==> config.mk <==
export PLATFORM = sky130hd
export DESIGN_NAME = xoc_ctrl
export DESIGN_NICKNAME = d
export VERILOG_FILES = /design/src/verilog/xoc_pkg.sv /design/src/verilog/xoc_ctrl.sv /design/src/verilog/xoc_startup.sv
export VERILOG_INCLUDE_DIRS = /design/src /design/src/verilog
export SDC_FILE = /design/constraint.sdc
export NUM_CORES = 1
export LEC_CHECK = 0
export ABC_AREA = 1
export ABC_CLOCK_PERIOD_IN_PS = 3600
export BUFFER_PORTS_ARGS = -buffer_cell sky130_fd_sc_hd__clkbuf_2
export CAP_MARGIN = 0
export CORE_UTILIZATION = 59
export CTS_BUF_LIST = sky130_fd_sc_hd__clkbuf_8
export CTS_CLUSTER_DIAMETER = 30
export DETAILED_ROUTE_END_ITERATION = 8
export PLACE_DENSITY_LB_ADDON = 0.2
export RECOVER_POWER = 25
export SETUP_SLACK_MARGIN = 0.1
export SLEW_MARGIN = 0
export SYNTH_ARGS = -nofsm -noshare
export SYNTH_HDL_FRONTEND = slang
export SYNTH_SLANG_ARGS = --single-unit
==> constraint.sdc <==
create_clock -name CLK_SYS -period 3.6 [get_ports CLK_SYS]
set_input_delay 0.18 -clock CLK_SYS [delete_from_list [all_inputs] [get_ports CLK_SYS]]
set_output_delay 0.18 -clock CLK_SYS [all_outputs]
set_load 0.005 [all_outputs]
==> src/verilog/xoc_defs.svh <==
// constants for the crystal oscillator control block
`ifndef XOC_DEFS_SVH
`define XOC_DEFS_SVH

// ---------------------------------------------------------------
// register byte addresses
// ---------------------------------------------------------------
`define XOC_ADDR_W 12
`define XOC_ADDR_FLAG 12'h000
`define XOC_ADDR_MASK 12'h004
`define XOC_ADDR_STATUS 12'h00c
`define XOC_ADDR_MAIN 12'h010
`define XOC_ADDR_SLOW 12'h014

// ---------------------------------------------------------------
// reset values and writable bits
// ---------------------------------------------------------------
`define XOC_MAIN_RESET 16'h0080
`define XOC_SLOW_RESET 16'h0080
`define XOC_MAIN_WMASK 16'h0fc6
`define XOC_SLOW_WMASK 16'h17ee

// ---------------------------------------------------------------
// field positions
// ---------------------------------------------------------------
`define XOC_B_AGC 11
`define XOC_F_GAIN 10:8
`define XOC_B_FREEZE 12
`define XOC_F_STARTUP 10:8
`define XOC_B_RUN_ON_REQUEST 7
`define XOC_B_STANDBY 6
`define XOC_B_AMP 5
`define XOC_B_OUT32 3
`define XOC_B_XTAL 2
`define XOC_B_EN 1

// ---------------------------------------------------------------
// gain codes, start-up lengths in low-power cycles, sync length
// ---------------------------------------------------------------
`define XOC_GAIN_MAX 3'h4
`define XOC_SU_W 18
`define XOC_SU_LEN0 18'h00001
`define XOC_SU_LEN1 18'h00020
`define XOC_SU_LEN2 18'h00800
`define XOC_SU_LEN3 18'h01000
`define XOC_SU_LEN4 18'h04000
`define XOC_SU_LEN5 18'h08000
`define XOC_SU_LEN6 18'h10000
`define XOC_SU_LEN7 18'h20000
`define XOC_SYNC_LAST 2'h2
`define XOC_NUM_EVT 6
`define XOC_NUM_PIN 3

`endif

==> src/verilog/xoc_pkg.sv <==
// types shared by the crystal oscillator control block
package xoc_pkg;

   // start-up sequencer states, one-hot
   typedef enum logic [3:0] {
      XOC_ST_IDLE  = 4'b0001,
      XOC_ST_COUNT = 4'b0010,
      XOC_ST_SYNC  = 4'b0100,
      XOC_ST_READY = 4'b1000
   } xoc_state_t;

   // what one start-up sequencer needs each cycle
   typedef struct packed {
      logic run;
      logic ulp_tick;
      logic osc_tick;
      logic [17:0] length;
   } xoc_start_req_t;

endpackage

==> src/verilog/xoc_ctrl.sv <==
// crystal oscillator control: registers, run logic, start-up and interrupts
//
// Contract
// - agc bit adjusts main gain while running
// - gain codes 0-4 valid, 5-7 reserved
// - main on-demand: run only when requested
// - main not on-demand: run whenever enabled
// - standby stops main unless keep bit set
// - main crystal select picks crystal or clock
// - main enable bit turns oscillator on
// - freeze bit blocks writes to slow control
// - slow start-up counted on low-power clock
// - start-up codes pick 1 to 131072 cycles
// - three slow crystal cycles before ready
// - slow on-demand: run only when requested
// - slow not on-demand: run whenever enabled
// - standby stops slow unless keep bit set
// - slow amplitude control bit enables control
// - slow output-enable bit gates clock output
// - slow crystal select picks crystal or clock
//
// The APB register port was left to the implementer.
`timescale 1ns/1ps
`default_nettype none
`include "xoc_defs.svh"

module xoc_ctrl import xoc_pkg::*; (
   // clock and reset
   input wire logic CLK_SYS,
   input wire logic RST,
   // apb slave
   input wire logic PSEL,
   input wire logic PENABLE,
   input wire logic PWRITE,
   input wire logic [11:0] PADDR,
   input wire logic [31:0] PWDATA,
   output logic [31:0] PRDATA,
   output logic PREADY,
   output logic PSLVERR,
   // system state and clock requests
   input wire logic STANDBY,
   input wire logic REQ_MAIN,
   input wire logic REQ_SLOW,
   // oscillator clocks seen from the pads and the low-power source
   input wire logic MAIN_OSC_CLK,
   input wire logic SLOW_OSC_CLK,
   input wire logic ULP_OSC_CLK,
   // main crystal oscillator controls
   output logic MAIN_OSC_EN,
   output logic MAIN_AGC_EN,
   output logic [2:0] MAIN_GAIN,
   output logic MAIN_CRYSTAL_SEL,
   output logic MAIN_READY,
   // slow crystal oscillator controls
   output logic SLOW_OSC_EN,
   output logic SLOW_AMP_EN,
   output logic SLOW_CLK_OUT_EN,
   output logic SLOW_CRYSTAL_SEL,
   output logic SLOW_READY,
   // interrupt
   output logic IRQ
);

   // ---------------------------------------------------------------
   // register state
   // ---------------------------------------------------------------
   logic [15:0] main_crystal_control;
   logic [15:0] crystal32k_control;
   logic [`XOC_NUM_EVT-1:0] int_flag;
   logic [`XOC_NUM_EVT-1:0] int_mask;
   logic [`XOC_NUM_EVT-1:0] read_snap;

   // ---------------------------------------------------------------
   // apb decode
   // ---------------------------------------------------------------
   logic hit_flag;
   logic hit_mask;
   logic hit_status;
   logic hit_main;
   logic hit_slow;
   logic hit_any;
   logic wr_access;
   logic rd_access;
   logic rd_setup;

   always_comb begin
      hit_flag = 1'b0;
      hit_mask = 1'b0;
      hit_status = 1'b0;
      hit_main = 1'b0;
      hit_slow = 1'b0;
      if (PADDR == `XOC_ADDR_FLAG) begin
         hit_flag = 1'b1;
      end else if (PADDR == `XOC_ADDR_MASK) begin
         hit_mask = 1'b1;
      end else if (PADDR == `XOC_ADDR_STATUS) begin
         hit_status = 1'b1;
      end else if (PADDR == `XOC_ADDR_MAIN) begin
         hit_main = 1'b1;
      end else if (PADDR == `XOC_ADDR_SLOW) begin
         hit_slow = 1'b1;
      end
   end

   assign hit_any = hit_flag | hit_mask | hit_status | hit_main | hit_slow;
   assign wr_access = PSEL & PENABLE & PWRITE & hit_any;
   assign rd_access = PSEL & PENABLE & ~PWRITE & hit_any;
   assign rd_setup = PSEL & ~PENABLE & ~PWRITE;

   // zero wait states; a miss is flagged but harms nothing
   assign PREADY = 1'b1;
   assign PSLVERR = PSEL & PENABLE & ~hit_any;

   // ---------------------------------------------------------------
   // pin synchronisers and edge detect
   // ---------------------------------------------------------------
   logic [`XOC_NUM_PIN-1:0] pin_raw;
   logic [`XOC_NUM_PIN-1:0] pin_tick;

   assign pin_raw = {ULP_OSC_CLK, SLOW_OSC_CLK, MAIN_OSC_CLK};

   // the system clock must run well above a sampled pin clock,
   // so a fast main crystal only ever shows as a slower alias
   genvar gp;
   generate
      for (gp = 0; gp < `XOC_NUM_PIN; gp = gp + 1) begin : g_pin
         logic meta;
         logic sync;
         logic last;
         always_ff @(posedge CLK_SYS or posedge RST) begin
            if (RST) begin
               meta <= 1'b0;
               sync <= 1'b0;
               last <= 1'b0;
            end else begin
               meta <= pin_raw[gp];
               sync <= meta;
               last <= sync;
            end
         end
         assign pin_tick[gp] = sync & ~last;
      end
   endgenerate

   // ---------------------------------------------------------------
   // run decisions
   // ---------------------------------------------------------------
   logic run_main;
   logic run_slow;
   logic gain_bad;
   logic slow_locked;

   // enable gates all; on-demand needs a request; standby needs keep
   assign run_main = main_crystal_control[`XOC_B_EN]
      & (~main_crystal_control[`XOC_B_RUN_ON_REQUEST] | REQ_MAIN)
      & (~STANDBY | main_crystal_control[`XOC_B_STANDBY]);
   assign run_slow = crystal32k_control[`XOC_B_EN]
      & (~crystal32k_control[`XOC_B_RUN_ON_REQUEST] | REQ_SLOW)
      & (~STANDBY | crystal32k_control[`XOC_B_STANDBY]);

   assign gain_bad = PWDATA[`XOC_F_GAIN] > `XOC_GAIN_MAX;
   assign slow_locked = crystal32k_control[`XOC_B_FREEZE];

   // ---------------------------------------------------------------
   // control registers
   // ---------------------------------------------------------------
   always_ff @(posedge CLK_SYS or posedge RST) begin
      if (RST) begin
         main_crystal_control <= `XOC_MAIN_RESET;
      end else if (wr_access && hit_main) begin
         main_crystal_control <= PWDATA[15:0] & `XOC_MAIN_WMASK;
         // a reserved gain code leaves the old gain in place
         if (gain_bad) begin
            main_crystal_control[`XOC_F_GAIN] <= main_crystal_control[`XOC_F_GAIN];
         end
      end
   end

   always_ff @(posedge CLK_SYS or posedge RST) begin
      if (RST) begin
         crystal32k_control <= `XOC_SLOW_RESET;
      end else if (wr_access && hit_slow && !slow_locked) begin
         crystal32k_control <= PWDATA[15:0] & `XOC_SLOW_WMASK;
      end
   end

   always_ff @(posedge CLK_SYS or posedge RST) begin
      if (RST) begin
         int_mask <= '0;
      end else if (wr_access && hit_mask) begin
         int_mask <= PWDATA[`XOC_NUM_EVT-1:0];
      end
   end

   // ---------------------------------------------------------------
   // start-up length lookup
   // ---------------------------------------------------------------
   function automatic logic [`XOC_SU_W-1:0] su_len(input logic [2:0] code);
      logic [`XOC_SU_W-1:0] len;
      len = `XOC_SU_LEN0;
      case (code)
         3'h0: len = `XOC_SU_LEN0;
         3'h1: len = `XOC_SU_LEN1;
         3'h2: len = `XOC_SU_LEN2;
         3'h3: len = `XOC_SU_LEN3;
         3'h4: len = `XOC_SU_LEN4;
         3'h5: len = `XOC_SU_LEN5;
         3'h6: len = `XOC_SU_LEN6;
         3'h7: len = `XOC_SU_LEN7;
         default: len = `XOC_SU_LEN0;
      endcase
      return len;
   endfunction

   // ---------------------------------------------------------------
   // start-up sequencers, index 0 main, index 1 slow
   // ---------------------------------------------------------------
   xoc_start_req_t su_req [2];
   logic [1:0] su_ready;
   logic [1:0] run_q;

   always_ff @(posedge CLK_SYS or posedge RST) begin
      if (RST) begin
         run_q <= 2'h0;
      end else begin
         run_q <= {run_slow, run_main};
      end
   end

   // main start-up length is not programmable here: shortest setting
   always_comb begin
      su_req[0].run = run_q[0];
      su_req[0].ulp_tick = pin_tick[2];
      su_req[0].osc_tick = pin_tick[0];
      su_req[0].length = `XOC_SU_LEN0;
      su_req[1].run = run_q[1];
      su_req[1].ulp_tick = pin_tick[2];
      su_req[1].osc_tick = pin_tick[1];
      su_req[1].length = su_len(crystal32k_control[`XOC_F_STARTUP]);
   end

   genvar gs;
   generate
      for (gs = 0; gs < 2; gs = gs + 1) begin : g_su
         xoc_startup u_startup (
            .clk(CLK_SYS),
            .rst(RST),
            .req(su_req[gs]),
            .ready(su_ready[gs]),
            .state()
         );
      end
   endgenerate

   // ---------------------------------------------------------------
   // oscillator outputs
   // ---------------------------------------------------------------
   always_ff @(posedge CLK_SYS or posedge RST) begin
      if (RST) begin
         MAIN_OSC_EN <= 1'b0;
         MAIN_AGC_EN <= 1'b0;
         MAIN_GAIN <= 3'h0;
         MAIN_CRYSTAL_SEL <= 1'b0;
         SLOW_OSC_EN <= 1'b0;
         SLOW_AMP_EN <= 1'b0;
         SLOW_CLK_OUT_EN <= 1'b0;
         SLOW_CRYSTAL_SEL <= 1'b0;
      end else begin
         MAIN_OSC_EN <= run_main;
         // gain loop only acts on a running oscillator
         MAIN_AGC_EN <= run_main & main_crystal_control[`XOC_B_AGC];
         // gain always driven; the loop starts from this value
         MAIN_GAIN <= main_crystal_control[`XOC_F_GAIN];
         MAIN_CRYSTAL_SEL <= main_crystal_control[`XOC_B_XTAL];
         SLOW_OSC_EN <= run_slow;
         SLOW_AMP_EN <= run_slow & crystal32k_control[`XOC_B_AMP];
         SLOW_CLK_OUT_EN <= crystal32k_control[`XOC_B_OUT32];
         SLOW_CRYSTAL_SEL <= crystal32k_control[`XOC_B_XTAL];
      end
   end

   assign MAIN_READY = su_ready[0];
   assign SLOW_READY = su_ready[1];

   // ---------------------------------------------------------------
   // events and interrupt
   // ---------------------------------------------------------------
   logic [1:0] ready_q;
   logic [`XOC_NUM_EVT-1:0] evt;

   always_ff @(posedge CLK_SYS or posedge RST) begin
      if (RST) begin
         ready_q <= 2'h0;
      end else begin
         ready_q <= su_ready;
      end
   end

   // ready rose, ready fell, gain rejected, locked write refused
   assign evt = {wr_access & hit_slow & slow_locked,
                 wr_access & hit_main & gain_bad,
                 ready_q & ~su_ready,
                 su_ready & ~ready_q};

   // clear only what the read returned; a new event always wins
   always_ff @(posedge CLK_SYS or posedge RST) begin
      if (RST) begin
         int_flag <= '0;
      end else if (rd_access && hit_flag) begin
         int_flag <= (int_flag & ~read_snap) | evt;
      end else begin
         int_flag <= int_flag | evt;
      end
   end

   always_ff @(posedge CLK_SYS or posedge RST) begin
      if (RST) begin
         IRQ <= 1'b0;
      end else begin
         IRQ <= |(int_flag & int_mask);
      end
   end

   // ---------------------------------------------------------------
   // read data, captured in the setup cycle
   // ---------------------------------------------------------------
   always_ff @(posedge CLK_SYS or posedge RST) begin
      if (RST) begin
         PRDATA <= 32'h00000000;
         read_snap <= '0;
      end else if (rd_setup) begin
         PRDATA <= 32'h00000000;
         read_snap <= '0;
         if (hit_flag) begin
            PRDATA[`XOC_NUM_EVT-1:0] <= int_flag;
            read_snap <= int_flag;
         end else if (hit_mask) begin
            PRDATA[`XOC_NUM_EVT-1:0] <= int_mask;
         end else if (hit_status) begin
            PRDATA[3:0] <= {run_q, su_ready};
         end else if (hit_main) begin
            PRDATA[15:0] <= main_crystal_control;
         end else if (hit_slow) begin
            PRDATA[15:0] <= crystal32k_control;
         end
      end
   end

endmodule

`default_nettype wire

==> src/verilog/xoc_startup.sv <==
// start-up counter and ready sequencer for one oscillator
`timescale 1ns/1ps
`default_nettype none
`include "xoc_defs.svh"

module xoc_startup import xoc_pkg::*; (
   // clock and reset
   input wire logic clk,
   input wire logic rst,
   // request
   input wire xoc_start_req_t req,
   // state
   output logic ready,
   output var xoc_state_t state
);

   logic [`XOC_SU_W-1:0] cnt;
   logic [1:0] sync_cnt;

   // ---------------------------------------------------------------
   // sequencer
   // ---------------------------------------------------------------
   always_ff @(posedge clk or posedge rst) begin
      if (rst) begin
         state <= XOC_ST_IDLE;
         cnt <= '0;
         sync_cnt <= 2'h0;
      end else if (!req.run) begin
         // stopping drops ready; the next run restarts the full count
         state <= XOC_ST_IDLE;
         cnt <= '0;
         sync_cnt <= 2'h0;
      end else begin
         case (state)
            XOC_ST_IDLE: begin
               state <= XOC_ST_COUNT;
               cnt <= '0;
            end
            XOC_ST_COUNT: begin
               if (req.ulp_tick) begin
                  if (cnt + 18'h00001 == req.length) begin
                     state <= XOC_ST_SYNC;
                     sync_cnt <= 2'h0;
                  end else begin
                     cnt <= cnt + 18'h00001;
                  end
               end
            end
            XOC_ST_SYNC: begin
               if (req.osc_tick) begin
                  if (sync_cnt == `XOC_SYNC_LAST) begin
                     state <= XOC_ST_READY;
                  end else begin
                     sync_cnt <= sync_cnt + 2'h1;
                  end
               end
            end
            XOC_ST_READY: begin
               state <= XOC_ST_READY;
            end
            default: begin
               state <= XOC_ST_IDLE;
            end
         endcase
      end
   end

   assign ready = (state == XOC_ST_READY);

endmodule

`default_nettype wire

Yosys cells after proc, flatten, opt, wreduce, memory -nomap -nowiden

Memories as Yosys holds them, arrays and structs flattened.
Index checks and enable logic that the tools add are counted.

Input port bits: 55
Output and inout port bits: 47
Memory bits (read-only): 64
Bits in registers: 124
Memories: 1

Eq/ne operators: 32
Add/subtract/negate cells: 4
Order comparisons: 1
Reduce and logical (&&, ||, !) cells: 15
Bitwise gates (word level): 48
Multiplexer cells: 57

Memory list:

| memory           | words | width | read ports | clocked after memory_dff | write ports | line            | source |
|---|---|---|---|---|---|---|---|
| (name not given) | 8     | 8     | 1          | 0                        | 0           | xoc_ctrl.sv:201 | `case (code)` |

Operators by type and width:

| operator              | count |
|---|---|
| $mux 18               | 6 |
| $pmux 18 s2           | 2 |
| $mux 4                | 11 |
| $add 18x1->18 const B | 2 |
| $pmux 4 s4            | 2 |
| $eq 12x5->1 const B   | 2 |
| $mux 6                | 4 |
| $and 1x1->1           | 21 |
| $ne 3x2->1 const B    | 7 |
| $mux 10               | 2 |
| $mux 2                | 10 |
| $eq 18x1->1 const B   | 1 |
| $eq 18x18->1          | 1 |
| $mux 16               | 1 |
| $mux 1                | 15 |
| $ne 3x3->1 const B    | 5 |
| $mux 13               | 1 |
| $and 6x6->6           | 2 |
| $eq 12x3->1 const B   | 1 |
| $eq 12x4->1 const B   | 1 |
| $logic_not 12->1      | 1 |
| $mux 12               | 1 |
| $ne 3x1->1 const B    | 4 |
| $or 6x6->6            | 2 |
| 20 further kinds      | 52 |

Longest topological paths before layout

Gate-level depths: netlist of run 1.

Depth after elaboration: 12
Gate-level depth with buffers: 16
Mapped depth without buffers: 15

Hierarchy

A second synthesis of run 1 with hierarchy kept.

Cell total of the unflattened synthesis: 1058
Area, all modules: 7505.9 um2

Modules (own cells, without submodules):

| module      | instances | area an instance (um2) | cells each |
|---|---|---|---|
| xoc_startup | 2         | 2097.0                 | 346 |
| xoc_ctrl    | 1         | 3311.9                 | 366 |

Least setup slack after synthesis of run 1

Ideal clock, no wire load.

Kind: reg-to-reg
Start point: register g_su[1].u_startup.cnt[0]
End point: register g_su[1].u_startup.state[1]
Slack: 1.479 ns
Library setup time: 0.124 ns
Stages on the path, launching flop included: 15
Buffers on the path: 1
Arrival time: 1.997 ns
Required time: 3.476 ns
Path through: dfrtp_1 -> ha_1 -> nand2_1 -> nor2_2 -> nand3_1 -> nor2_1 -> nand2_1 -> nand3_1 -> nand2_1 -> nor2_1 -> nand3_2 -> buf_6 -> nand2_4 -> nand2_1 -> or2_1

Cells in the longest elaborated chain, start to end: 4

RTL lines:

| item                              | line              | source |
|---|---|---|
| start, declared                   | xoc_startup.sv:17 | `` logic [`XOC_SU_W-1:0] cnt; `` |
| start signal, assigned            | xoc_startup.sv:45 | `cnt <= cnt + 18'h00001;` |
| $add 18x1->18                     | xoc_startup.sv:41 | `if (cnt + 18'h00001 == req.length) begin` |
| $eq 18x18->1                      | xoc_startup.sv:41 |  |
| $ne 3x2->1 (no source line)       | n/a               |  |
| $reduce_and 4->1 (no source line) | n/a               |  |
| end signal, assigned              | xoc_startup.sv:36 | `state <= XOC_ST_COUNT;` |
| end signal, assigned              | xoc_startup.sv:42 | `state <= XOC_ST_SYNC;` |
| end signal, assigned              | xoc_startup.sv:52 | `state <= XOC_ST_READY;` |
| end, declared                     | xoc_startup.sv:14 | `output var xoc_state_t state` |

No other way between the ends.
A chain may end at the register's enable or synchronous reset.

Final worst setup path of run 1

Same ends and word-level chain as after synthesis.

==> metrics, run 1 <==
outcome finished with violations; failing checks max-capacitance violations, max-slew violations; syn avg cell area 7.49 µm²; initial antenna violation count 0; Tmin final 2780 ps; Final Hold Vio Count 0; Setup crit start kind flip-flop; Post-Syn Area 0.00661 mm²; final WL 15100 µm; Vias per Instance 5.32; Min Hold Slack 20.4 ps; Commonest cells post-synth nand2_1 (278), dfrtp_1 (115), inv_1 (107); CP Max Fanout 12; worst vdd ir 288 µV; clk sink count 119; via count of the first global-routing pass 5621; Yosys Warn Count 0; routed via count 5970; most common cell in the netlist nand2_1; reg-to-reg slack, setup 820 ps; PnR Total Power 2.91 mW; Tot GR Track Use 28.5%; Arr. time, crit path 3110 ps; fin util 68.8%; worst-case clock buffer depth 2; Inserted Diodes 0; Seq/Total Area, Yosys 45.1%; GRT overflow 0; DR iter-0 viols 331; drt wl/cell 13.4 µm; Synth Register Bits 119; Peak Freq 359 MHz; drc violations 0; Core ar. 0.0109 mm²; Post-synth EDFFs 0; drt pass-1 iters 5; synth top area cells dfrtp_1 (44%), nand2_1 (16%), inv_1 (6.1%); Worst slew margin -73.3%; Tcrit/Tclk final 77.3%; Pwr Density 388 mW/mm²; ys flop type dfrtp_1; routed metal-1 wire length 6710 µm; row cnt 38; clock-pin slew on the worst setup and hold paths 70 ps; DR WL met3 804 µm; I/O Buffers 62; Pleak 3.74 nW; Final GP Congestion 0.900; I/O pins 102; Final ANT Viol Nets 0; CP Class reg -> reg; unrepaired setup endpoints after global routing no; Area growth syn-to-layout 13.2%; largest net degree at the start of global routing 71; min-delay worst type in -> reg; clk_lat worst skew 440 ps; setup bufs post-CTS 0; share of the synthesized area in the top cell type 43.5%; DP HPWL 10500 µm; hold bufs inserted after CTS 16; Die Y 108 µm; CTS resizes 0; worst-margin pin slew 2600 ps; DR WL met2 7210 µm; root buf cell clkbuf_8; leading area contributor after synthesis dfrtp_1; CP required 3920 ps; H-tree Lvls 4; endpoint class of the critical path flip-flop; die area 0.0116 mm²; CTS Buf Count 17; Die W 108 µm; # Max-Cap Violations 2; Synth Instances 883; first-pass GRT wire length 25700 µm; top sig layer met4; CTS tree built; Distinct cells, synth 48; nets@finish 1029; clock skew 10.2 ps; Fin Setup TNS 0 ps; share of flip-flops with an asynchronous set or reset 100%; Final Slew Violations 82; share of post-route cells with drive strength above 1 12.7%; initial core utilization 60.7%; final setup vio count 0
==> worst max-delay path, cell delays in order, from the launching register on <==
cell and delay, ps:
dfrtp_1 450, ha_1 290, nand2_1 110, nor2_2 250
nand3_1 140, nor2_1 160, nand2_1 90, nand3_1 90
nand2_1 50, nor2_1 120, nand3_2 260, buf_4 280
nand2_4 80, nand2_1 70, or2_1 210
==> cells in the final DEF, fill, tap and decap left out, drive strengths merged, types with 2 or more instances in the layout <==
| cell type | n |
|---|---|
| o21bai | 3 |
| clkbuf | 81 |
| nand3b | 3 |
| xor2 | 4 |
| a22o | 2 |
| nor2 | 83 |
| a31oi | 3 |
| dfstp | 4 |
| clkinv | 13 |
| o21ai | 47 |
| dlygate4sd3 | 16 |
| ha | 5 |
| o21a | 6 |
| inv | 117 |
| clkinvlp | 3 |
| dfrtp | 115 |
| conb | 20 |
| nand2 | 286 |
| or2 | 4 |
| o31ai | 3 |
| nand4 | 57 |
| buf | 6 |
| nor3 | 23 |
| nand3 | 59 |
| nor4 | 2 |
| o22ai | 3 |
| a221oi | 2 |
| a21oi | 5 |
==> flip-flops by register name, summed over array words and instances, names as in the netlist, 3 cells and up <==
signal / flops
g_pin.sync: 3
g_su.u_startup.cnt: 36
int_flag: 6
MAIN_GAIN: 3
g_su.u_startup.state: 8
read_snap: 6
g_pin.last: 3
int_mask: 6
PRDATA: 13
crystal32k_control: 10
g_pin.meta: 3
g_su.u_startup.sync_cnt: 4
main_crystal_control: 8
==> worst paths after layout <==
kind | startpoint | to | cells after the start
worst max-delay path | g_su[1].u_startup.cnt[0] | g_su[1].u_startup.state[1] | 14
worst min-delay path | PWDATA[2] | main_crystal_control[2] | 3
worst max register to register | g_su[1].u_startup.cnt[0] | g_su[1].u_startup.state[1] | 14
worst min register to register | g_pin[0].meta | g_pin[0].sync | 0
max in group asynchronous | RST | PRDATA[0] | 3
min in group asynchronous | RST | g_pin[2].meta | 3
==> final cells by class <==
class / instances / area (µm²)
Timing Repair Buffer: 85 / 509
Clock buffer: 18 / 248
Tap cell: 140 / 175
Fill cell: 948 / 3400
Inverter: 120 / 453
Multi-Input combinational cell: 626 / 3000
Clock inverter: 14 / 115
Sequential cell: 119 / 2980
==> cell families after synthesis <==
group | after synthesis | share of synthesized area [%]
flops | 119 | 45.1
buf+inv | 156 | 10.5
compound gates | 79 | 7.38
fa+ha+maj | 5 | 0.946
simple gates | 518 | 35.4
other cells | 2 | 0.114
xor+xnor | 4 | 0.530
==> report_power, final <==
group	internal, mW	switching [mW]	total, mW
clock	0.556	0.562	1.12
combinational	0.113	0.267	0.380
sequential	1.38	0.0280	1.41
total	2.05	0.856	2.91
==> through the flow <==
stage / cells / instance area, µm² / worst slack [ps]
global placement: 1074 / 7000 / 912
global route: 1122 / 7490 / 272
detailed placement: 1074 / 7000 / 842
finish: 1122 / 7490 / 818
floorplan: 901 / 6680 / 269
CTS: 1122 / 7520 / 796
==> metal layers <==
| layer | up-vias | GRT usage (%) |
|---|---|---|
| li1 | 3008 | - |
| met1 | 2743 | 37.0 |
| met2 | 189 | 46.8 |
| met3 | 30 | 5.69 |
| met4 | 0 | 11.3 |
| met5 | - | 0 |
No activity file was read; power rests on OpenSTA's default activity.
==> run 2, diff against run 1 <==
--- a/config.mk
+++ b/config.mk
@@ -7,7 +7,7 @@
 export NUM_CORES = 1
 export LEC_CHECK = 0
 export ABC_AREA = 1
-export ABC_CLOCK_PERIOD_IN_PS = 3600
+export ABC_CLOCK_PERIOD_IN_PS = 2600
 export BUFFER_PORTS_ARGS = -buffer_cell sky130_fd_sc_hd__clkbuf_2
 export CAP_MARGIN = 0
 export CORE_UTILIZATION = 59
==> constraint.sdc (replaced) <==
create_clock -name CLK_SYS -period 2.6 [get_ports CLK_SYS]
set_input_delay 0.13 -clock CLK_SYS [delete_from_list [all_inputs] [get_ports CLK_SYS]]
set_output_delay 0.13 -clock CLK_SYS [all_outputs]
set_load 0.005 [all_outputs]
==> run 2 against run 1 <==
The flow now finishes without violations. Critical path type unchanged. Largest cell class unchanged. Critical path depth did not move. Critical endpoint is now g_su[1].u_startup.cnt[8]. Clock power rose by 44%. Clock skew rose by 0.64 ps. Sequential share of layout area fell by 0.76 points.
==> metrics, run 2 (synthesized netlist as in run 1, its figures left out) <==
largest net degree at the start of global routing 51 (was 71); CP required 2980 ps (was 3920 ps); H-tree Lvls 4 (unchanged); Pwr Density 546 mW/mm² (was 388 mW/mm²); Placed Area 0.00709 mm² (was 0.00700 mm²); die area 0.0116 mm² (unchanged); setup bufs post-CTS 0 (unchanged); clk sink count 119 (unchanged); Setup crit start kind flip-flop (unchanged); Min-Delay Path Depth 4 (was 3); reg2reg start g_su[1].u_startup.cnt[1] (was g_su[1].u_startup.cnt[0]); drt wl/cell 13.5 µm (was 13.4 µm); I/O Buffers 62 (unchanged); CP Max Fanout 10 (was 12); reg-to-reg slack, setup 310 ps (was 820 ps); routed via count 6041 (was 5970); Tcrit/Tclk final 88.1% (was 77.3%); drc violations 0 (unchanged); Die Y 108 µm (unchanged); leading registers by flop count g_su.u_startup.cnt: 36 flops, PRDATA: 13 flops, crystal32k_control: 10 flops (unchanged); Tmin final 2290 ps (was 2780 ps); pre-CTS setup slack 283 ps (was 842 ps); initial core utilization 60.7% (unchanged); Final Slew Violations 0 (was 82); max reg flops 36 (unchanged); Non-Filler Instances 1135 (was 1122); Hold Crit Start STANDBY (was PWDATA[2]); DR iter-0 viols 402 (was 331); Core ar. 0.0109 mm² (unchanged); row cnt 38 (unchanged); clock skew 10.9 ps (was 10.2 ps); unrepaired setup endpoints after global routing yes (was no); outcome finished clean (was finished with violations); Inserted Diodes 0 (unchanged); min-delay worst type in -> reg (unchanged); Min Hold Slack 39.2 ps (was 20.4 ps); WHS Endpoint SLOW_AMP_EN (was main_crystal_control[2]); worst-margin pin slew 1350 ps (was 2600 ps); final setup vio count 0 (unchanged); CTS Buf Count 17 (unchanged); fin util 70.1% (was 68.8%); PnR Total Power 4.17 mW (was 2.91 mW); endpoint class of the critical path flip-flop (unchanged); Final GP Congestion 0.881 (was 0.900); CTS tree built (unchanged); drt pass-1 iters 6 (was 5); design area 0.00764 mm² (was 0.00749 mm²); via count of the first global-routing pass 5658 (was 5621); placed cells 1085 (was 1074); CP Class reg -> reg (unchanged); Biggest register g_su.u_startup.cnt (unchanged); Pleak 3.83 nW (was 3.74 nW); initial antenna violation count 0 (unchanged); # Max-Cap Violations 0 (was 2); Worst slew margin 9.73% (was -73.3%); worst vdd ir 391 µV (was 288 µV); Area growth syn-to-layout 15.5% (was 13.2%); Final ANT Viol Nets 0 (unchanged); most frequent cells in the layout nand2_1 (278), dfrtp_1 (114), inv_1 (107), nor2_1 (68) (was nand2_1 (278), dfrtp_1 (115), inv_1 (109), nor2_1 (67)); clock-pin slew on the worst setup and hold paths 80 ps (was 70 ps); Final Hold Vio Count 0 (unchanged); final worst setup slack 310 ps (was 818 ps); Vias per Instance 5.32 (about the same); DP HPWL 10800 µm (was 10500 µm); Arr. time, crit path 2670 ps (was 3110 ps); final WL 15400 µm (was 15100 µm); GRT overflow 0 (unchanged); clk_lat worst skew 440 ps (about the same); Tot GR Track Use 29.1% (was 28.5%); first-pass GRT wire length 26100 µm (was 25700 µm); share of post-route cells with drive strength above 1 14.5% (was 12.7%); most common cell after layout, fill and taps aside nand2_1 (unchanged); root buf cell clkbuf_8 (unchanged); reg-to-reg endpoint g_su[1].u_startup.cnt[8] (was g_su[1].u_startup.state[1]); worst r2r path cells 14 (unchanged); Peak Freq 437 MHz (was 359 MHz); nets@finish 1043 (was 1029); worst-case clock buffer depth 2 (unchanged); I/O pins 102 (unchanged); Die W 108 µm (unchanged); Fin Setup TNS 0 ps (unchanged)
==> run 2: cell types whose count changed in the layout (fill, tap and decap cells not counted), moves of 2 or more <==
cell and change:
buf_4 +9, clkbuf_1 -6, clkbuf_2 +7, clkbuf_8 +2, clkinv_2 -2, dlygate4sd3_1 +3, inv_1 -2
==> run 2: timing repair <==
action                                 in CTS  in global routing
endpoints found under the hold margin      56                  0
gates resized for setup                     0                  2
setup endpoints to repair                   0                 21
hold buffers                               19                  0
==> run 2: metal layers <==
metal	part of all wire (%)	routed length (µm)	vias to the layer above	GRT usage (%)
li1	-	-	3023	-
met1	44	6690	2749	37.9
met2	48	7330	234	46.9
met3	6.1	936	35	6.54
met4	2.6	394	0	12.4
met5	0	0	-	0
==> run 2: worst max-delay path by stage <==
stage / cells past startpoint / slack [ps] / endpoint / startpoint
after CTS: 14 / 270 / g_su[1].u_startup.cnt[3] / g_su[1].u_startup.cnt[1]
after floorplan: 14 / 480 / g_su[1].u_startup.state[1] / g_su[1].u_startup.cnt[0]
after detailed placement: 14 / 280 / g_su[1].u_startup.cnt[8] / g_su[1].u_startup.cnt[1]
after global routing: 14 / 80 / g_su[1].u_startup.cnt[2] / g_su[1].u_startup.cnt[1]
after global placement: 13 / 370 / g_su[0].u_startup.sync_cnt[0] / g_su[0].u_startup.cnt[0]
final: 14 / 310 / g_su[1].u_startup.cnt[8] / g_su[1].u_startup.cnt[1]
==> run 2: layout make-up <==
class	instances	area [µm²]
Fill cell	922	3250
Multi-Input combinational cell	626	3010
Sequential cell	119	2980
Timing Repair Buffer	99	639
Inverter	120	454
Clock buffer	20	275
Tap cell	140	175
Clock inverter	11	101
==> run 2: worst max-delay path, cell delays in order, from the launching register on <==
cell and delay (ps):
dfrtp_1 400, ha_1 260, nand2_1 130, nor2_4 180, nand3_1 130, nor2_1 150
nand2_1 90, nand3_1 90, nand2_1 50, nor2_1 130, nand3_2 150, o21ai_4 150
buf_4 190, nand2_1 70, nand2_1 60
==> run 2: power by group <==
| group | leakage [nW] | internal [mW] | switching [mW] |
|---|---|---|---|
| combinational | 2.14 | 0.209 | 0.397 |
| sequential | 1.51 | 1.91 | 0.0346 |
| clock | 0.188 | 0.825 | 0.785 |
==> run 3, diff against run 2 <==
--- a/config.mk
+++ b/config.mk
@@ -14,8 +14,9 @@
 export CTS_BUF_LIST = sky130_fd_sc_hd__clkbuf_8
 export CTS_CLUSTER_DIAMETER = 30
 export DETAILED_ROUTE_END_ITERATION = 8
-export PLACE_DENSITY_LB_ADDON = 0.2
-export RECOVER_POWER = 25
+export PLACE_DENSITY = 0.82
+export RECOVER_POWER = 50
+export REMOVE_ABC_BUFFERS = 1
 export SETUP_SLACK_MARGIN = 0.1
 export SLEW_MARGIN = 0
 export SYNTH_ARGS = -nofsm -noshare
==> run 3 against run 2 <==
Design area fell by 0.75%. Clock power down 3%. Maximum frequency shrank 0.63%. Hold slack got worse by 23 ps. Critical path depth unchanged. Wire length up 0.40%. Via count is 0.81% higher. Die area stayed put. Clock skew is essentially flat. Largest cell class unchanged.
==> metrics, run 3 (synthesized netlist as in run 1, its figures left out) <==
Logic pwr share 14.1% (was 14.6%); Setup crit start kind flip-flop (unchanged); Inserted Diodes 0 (unchanged); critical path cell sequence ha_2 > nand2_1 > nor2_4 > nand3_1 > nor2_2 > nand2_1 > nand3_1 > nand2_1 > nor2_1 > nand3_2 > o21ai_4 > buf_4 > nand2_1 > nand2_1 (was ha_1 > nand2_1 > nor2_4 > nand3_1 > nor2_1 > nand2_1 > nand3_1 > nand2_1 > nor2_1 > nand3_2 > o21ai_4 > buf_4 > nand2_1 > nand2_1); Clock Power Share 38.1% (was 38.7%); CP Class reg -> reg (unchanged); final WL 15400 µm (about the same); via count of the first global-routing pass 5661 (was 5658); Final Slew Violations 0 (unchanged); GRT overflow 0 (unchanged); design area 0.00758 mm² (was 0.00764 mm²); Max stage delay cell, worst path dfrtp_2 (was dfrtp_1); Pleak 3.79 nW (was 3.83 nW); pre-CTS setup slack 225 ps (was 283 ps); I/O Buffers 62 (unchanged); die area 0.0116 mm² (unchanged); first-pass GRT wire length 26100 µm (about the same); endpoint class of the critical path flip-flop (unchanged); initial core utilization 60.7% (unchanged); drc violations 0 (unchanged); Min Hold Slack 16.3 ps (was 39.2 ps); clk_lat worst skew 430 ps (was 440 ps); I/O pins 102 (unchanged); Core ar. 0.0109 mm² (unchanged); worst-margin pin slew 1100 ps (was 1350 ps); min-delay worst type in -> reg (unchanged); nets@finish 1040 (was 1043); Worst slew margin 26.3% (was 9.73%); routed via count 6090 (was 6041); Die W 108 µm (unchanged); row cnt 38 (unchanged); drt wl/cell 13.6 µm (was 13.5 µm); total internal power 2.90 mW (was 2.95 mW); Area growth syn-to-layout 14.6% (was 15.5%); clock skew 10.9 ps (about the same); Switching Fraction 29.2% (about the same); clock-pin slew on the worst setup and hold paths 70 ps (was 80 ps); reg2reg start g_su[1].u_startup.cnt[0] (was g_su[1].u_startup.cnt[1]); largest net degree at the start of global routing 56 (was 51); H-tree Lvls 4 (unchanged); reg-to-reg endpoint g_su[1].u_startup.cnt[17] (was g_su[1].u_startup.cnt[8]); max reg flops 36 (unchanged); Final ANT Viol Nets 0 (unchanged); Buf/Inv on CP 1 (unchanged); worst stage delay on the critical path 430 ps (was 400 ps); most frequent cells in the layout nand2_1 (277), dfrtp_1 (113), inv_1 (107), nor2_1 (67) (was nand2_1 (278), dfrtp_1 (114), inv_1 (107), nor2_1 (68)); PnR Total Power 4.10 mW (was 4.17 mW); Final Hold Vio Count 0 (unchanged); CTS Buf Count 17 (unchanged); switching power of the nets 1.19 mW (was 1.22 mW); leading registers by flop count g_su.u_startup.cnt: 36 flops, PRDATA: 13 flops, crystal32k_control: 10 flops (unchanged); Final GP Congestion 0.882 (was 0.881); worst vdd ir 442 µV (was 391 µV); sequential power share 47.8% (was 46.8%); Vias per Instance 5.38 (was 5.32); worst-case clock buffer depth 2 (unchanged); Peak Freq 434 MHz (was 437 MHz); most common cell after layout, fill and taps aside nand2_1 (unchanged); reg-to-reg slack, setup 300 ps (was 310 ps); crit-path leading delay family simple AND/OR/NAND/NOR gates (unchanged); Critical path origin g_su[1].u_startup.cnt[0] (was g_su[1].u_startup.cnt[1]); share of post-route cells with drive strength above 1 14.3% (was 14.5%); unrepaired setup endpoints after global routing no (was yes); Tmin final 2300 ps (was 2290 ps); placed cells 1084 (was 1085); DP HPWL 10700 µm (was 10800 µm); most used cell, CP nand2_1 (unchanged); CTS tree built (unchanged); Tot GR Track Use 28.8% (was 29.1%); clk sink count 119 (unchanged); CP endpoint g_su[1].u_startup.cnt[17] (was g_su[1].u_startup.cnt[8]); drt pass-1 iters 7 (was 6); Pwr Density 541 mW/mm² (was 546 mW/mm²); final worst setup slack 296 ps (was 310 ps); cell depth of the worst setup path 14 (unchanged); CP required 2960 ps (was 2980 ps); DR iter-0 viols 414 (was 402); CP Max Fanout 9 (was 10); Arr. time, crit path 2670 ps (about the same); Biggest register g_su.u_startup.cnt (unchanged); Tcrit/Tclk final 88.6% (was 88.1%); Die Y 108 µm (unchanged); outcome finished clean (unchanged); # Max-Cap Violations 0 (unchanged); initial antenna violation count 0 (unchanged); Non-Filler Instances 1132 (was 1135); Placed Area 0.00707 mm² (was 0.00709 mm²); worst r2r path cells 14 (unchanged); final setup vio count 0 (unchanged); root buf cell clkbuf_8 (unchanged)
==> run 3: cell type report <==
type | count | area (µm²)
Clock buffer | 19 | 262
Clock inverter | 12 | 106
Fill cell | 894 | 3310
Inverter | 120 | 453
Multi-Input combinational cell | 626 | 3010
Sequential cell | 119 | 2990
Tap cell | 140 | 175
Timing Repair Buffer | 96 | 583
==> run 3: worst register-to-register path, delay by kind of cell (launching register included) <==
family | cells | cell delay (ps)
AOI/OAI and AO/OA | 1 | 160
adders and majority gates | 1 | 240
buffers and inverters | 1 | 190
and+or+nand+nor | 11 | 1200
DFF | 1 | 430
==> run 3: worst min-delay path by stage <==
| stage | cells past startpoint | slack, ps | from | to |
|---|---|---|---|---|
| after detailed placement | 1 | 240 | ULP_OSC_CLK | g_pin[2].meta |
| after global routing | 3 | 20 | REQ_SLOW | SLOW_AMP_EN |
| final | 3 | 20 | REQ_SLOW | SLOW_AMP_EN |
| after floorplan | 0 | 160 | MAIN_OSC_CLK | g_pin[0].meta |
| after CTS | 3 | 2 | REQ_SLOW | SLOW_AMP_EN |
| after global placement | 1 | 240 | ULP_OSC_CLK | g_pin[2].meta |
==> run 3: metal layers <==
metal | vias to the layer above | track usage, % | part of all wire [%]
li1 | 3014 | - | -
met4 | 0 | 8.90 | 1.3
met1 | 2842 | 38.7 | 44
met3 | 14 | 6.17 | 6.1
met2 | 220 | 46.7 | 48
met5 | - | 0 | 0
==> run 3: power groups by stage <==
| stage | registers [mW] | logic (mW) | clock network (mW) |
|---|---|---|---|
| global route | 1.96 | 0.644 | 1.66 |
| CTS | 1.96 | 0.578 | 1.58 |
| finish | 1.96 | 0.577 | 1.56 |
| global placement | 1.99 | 0.542 | 0 |
| detailed placement | 1.99 | 0.555 | 0 |
| floorplan | 1.98 | 0.345 | 0 |
==> run 3: metrics by stage <==
step	TNS, ps	util (%)
after floorplan	-78300	-
after global placement	0	65.0
after detailed placement	0	65.0
after CTS	0	69.9
after global routing	0	69.6
final	0	69.6
==> run 3: repair_timing <==
action | in CTS | in global routing
hold buffers | 17 | 0
setup buffers | 0 | 0
hold endpoints to repair | 80 | 0
resized for setup | 0 | 7
setup endpoints to repair | 0 | 25
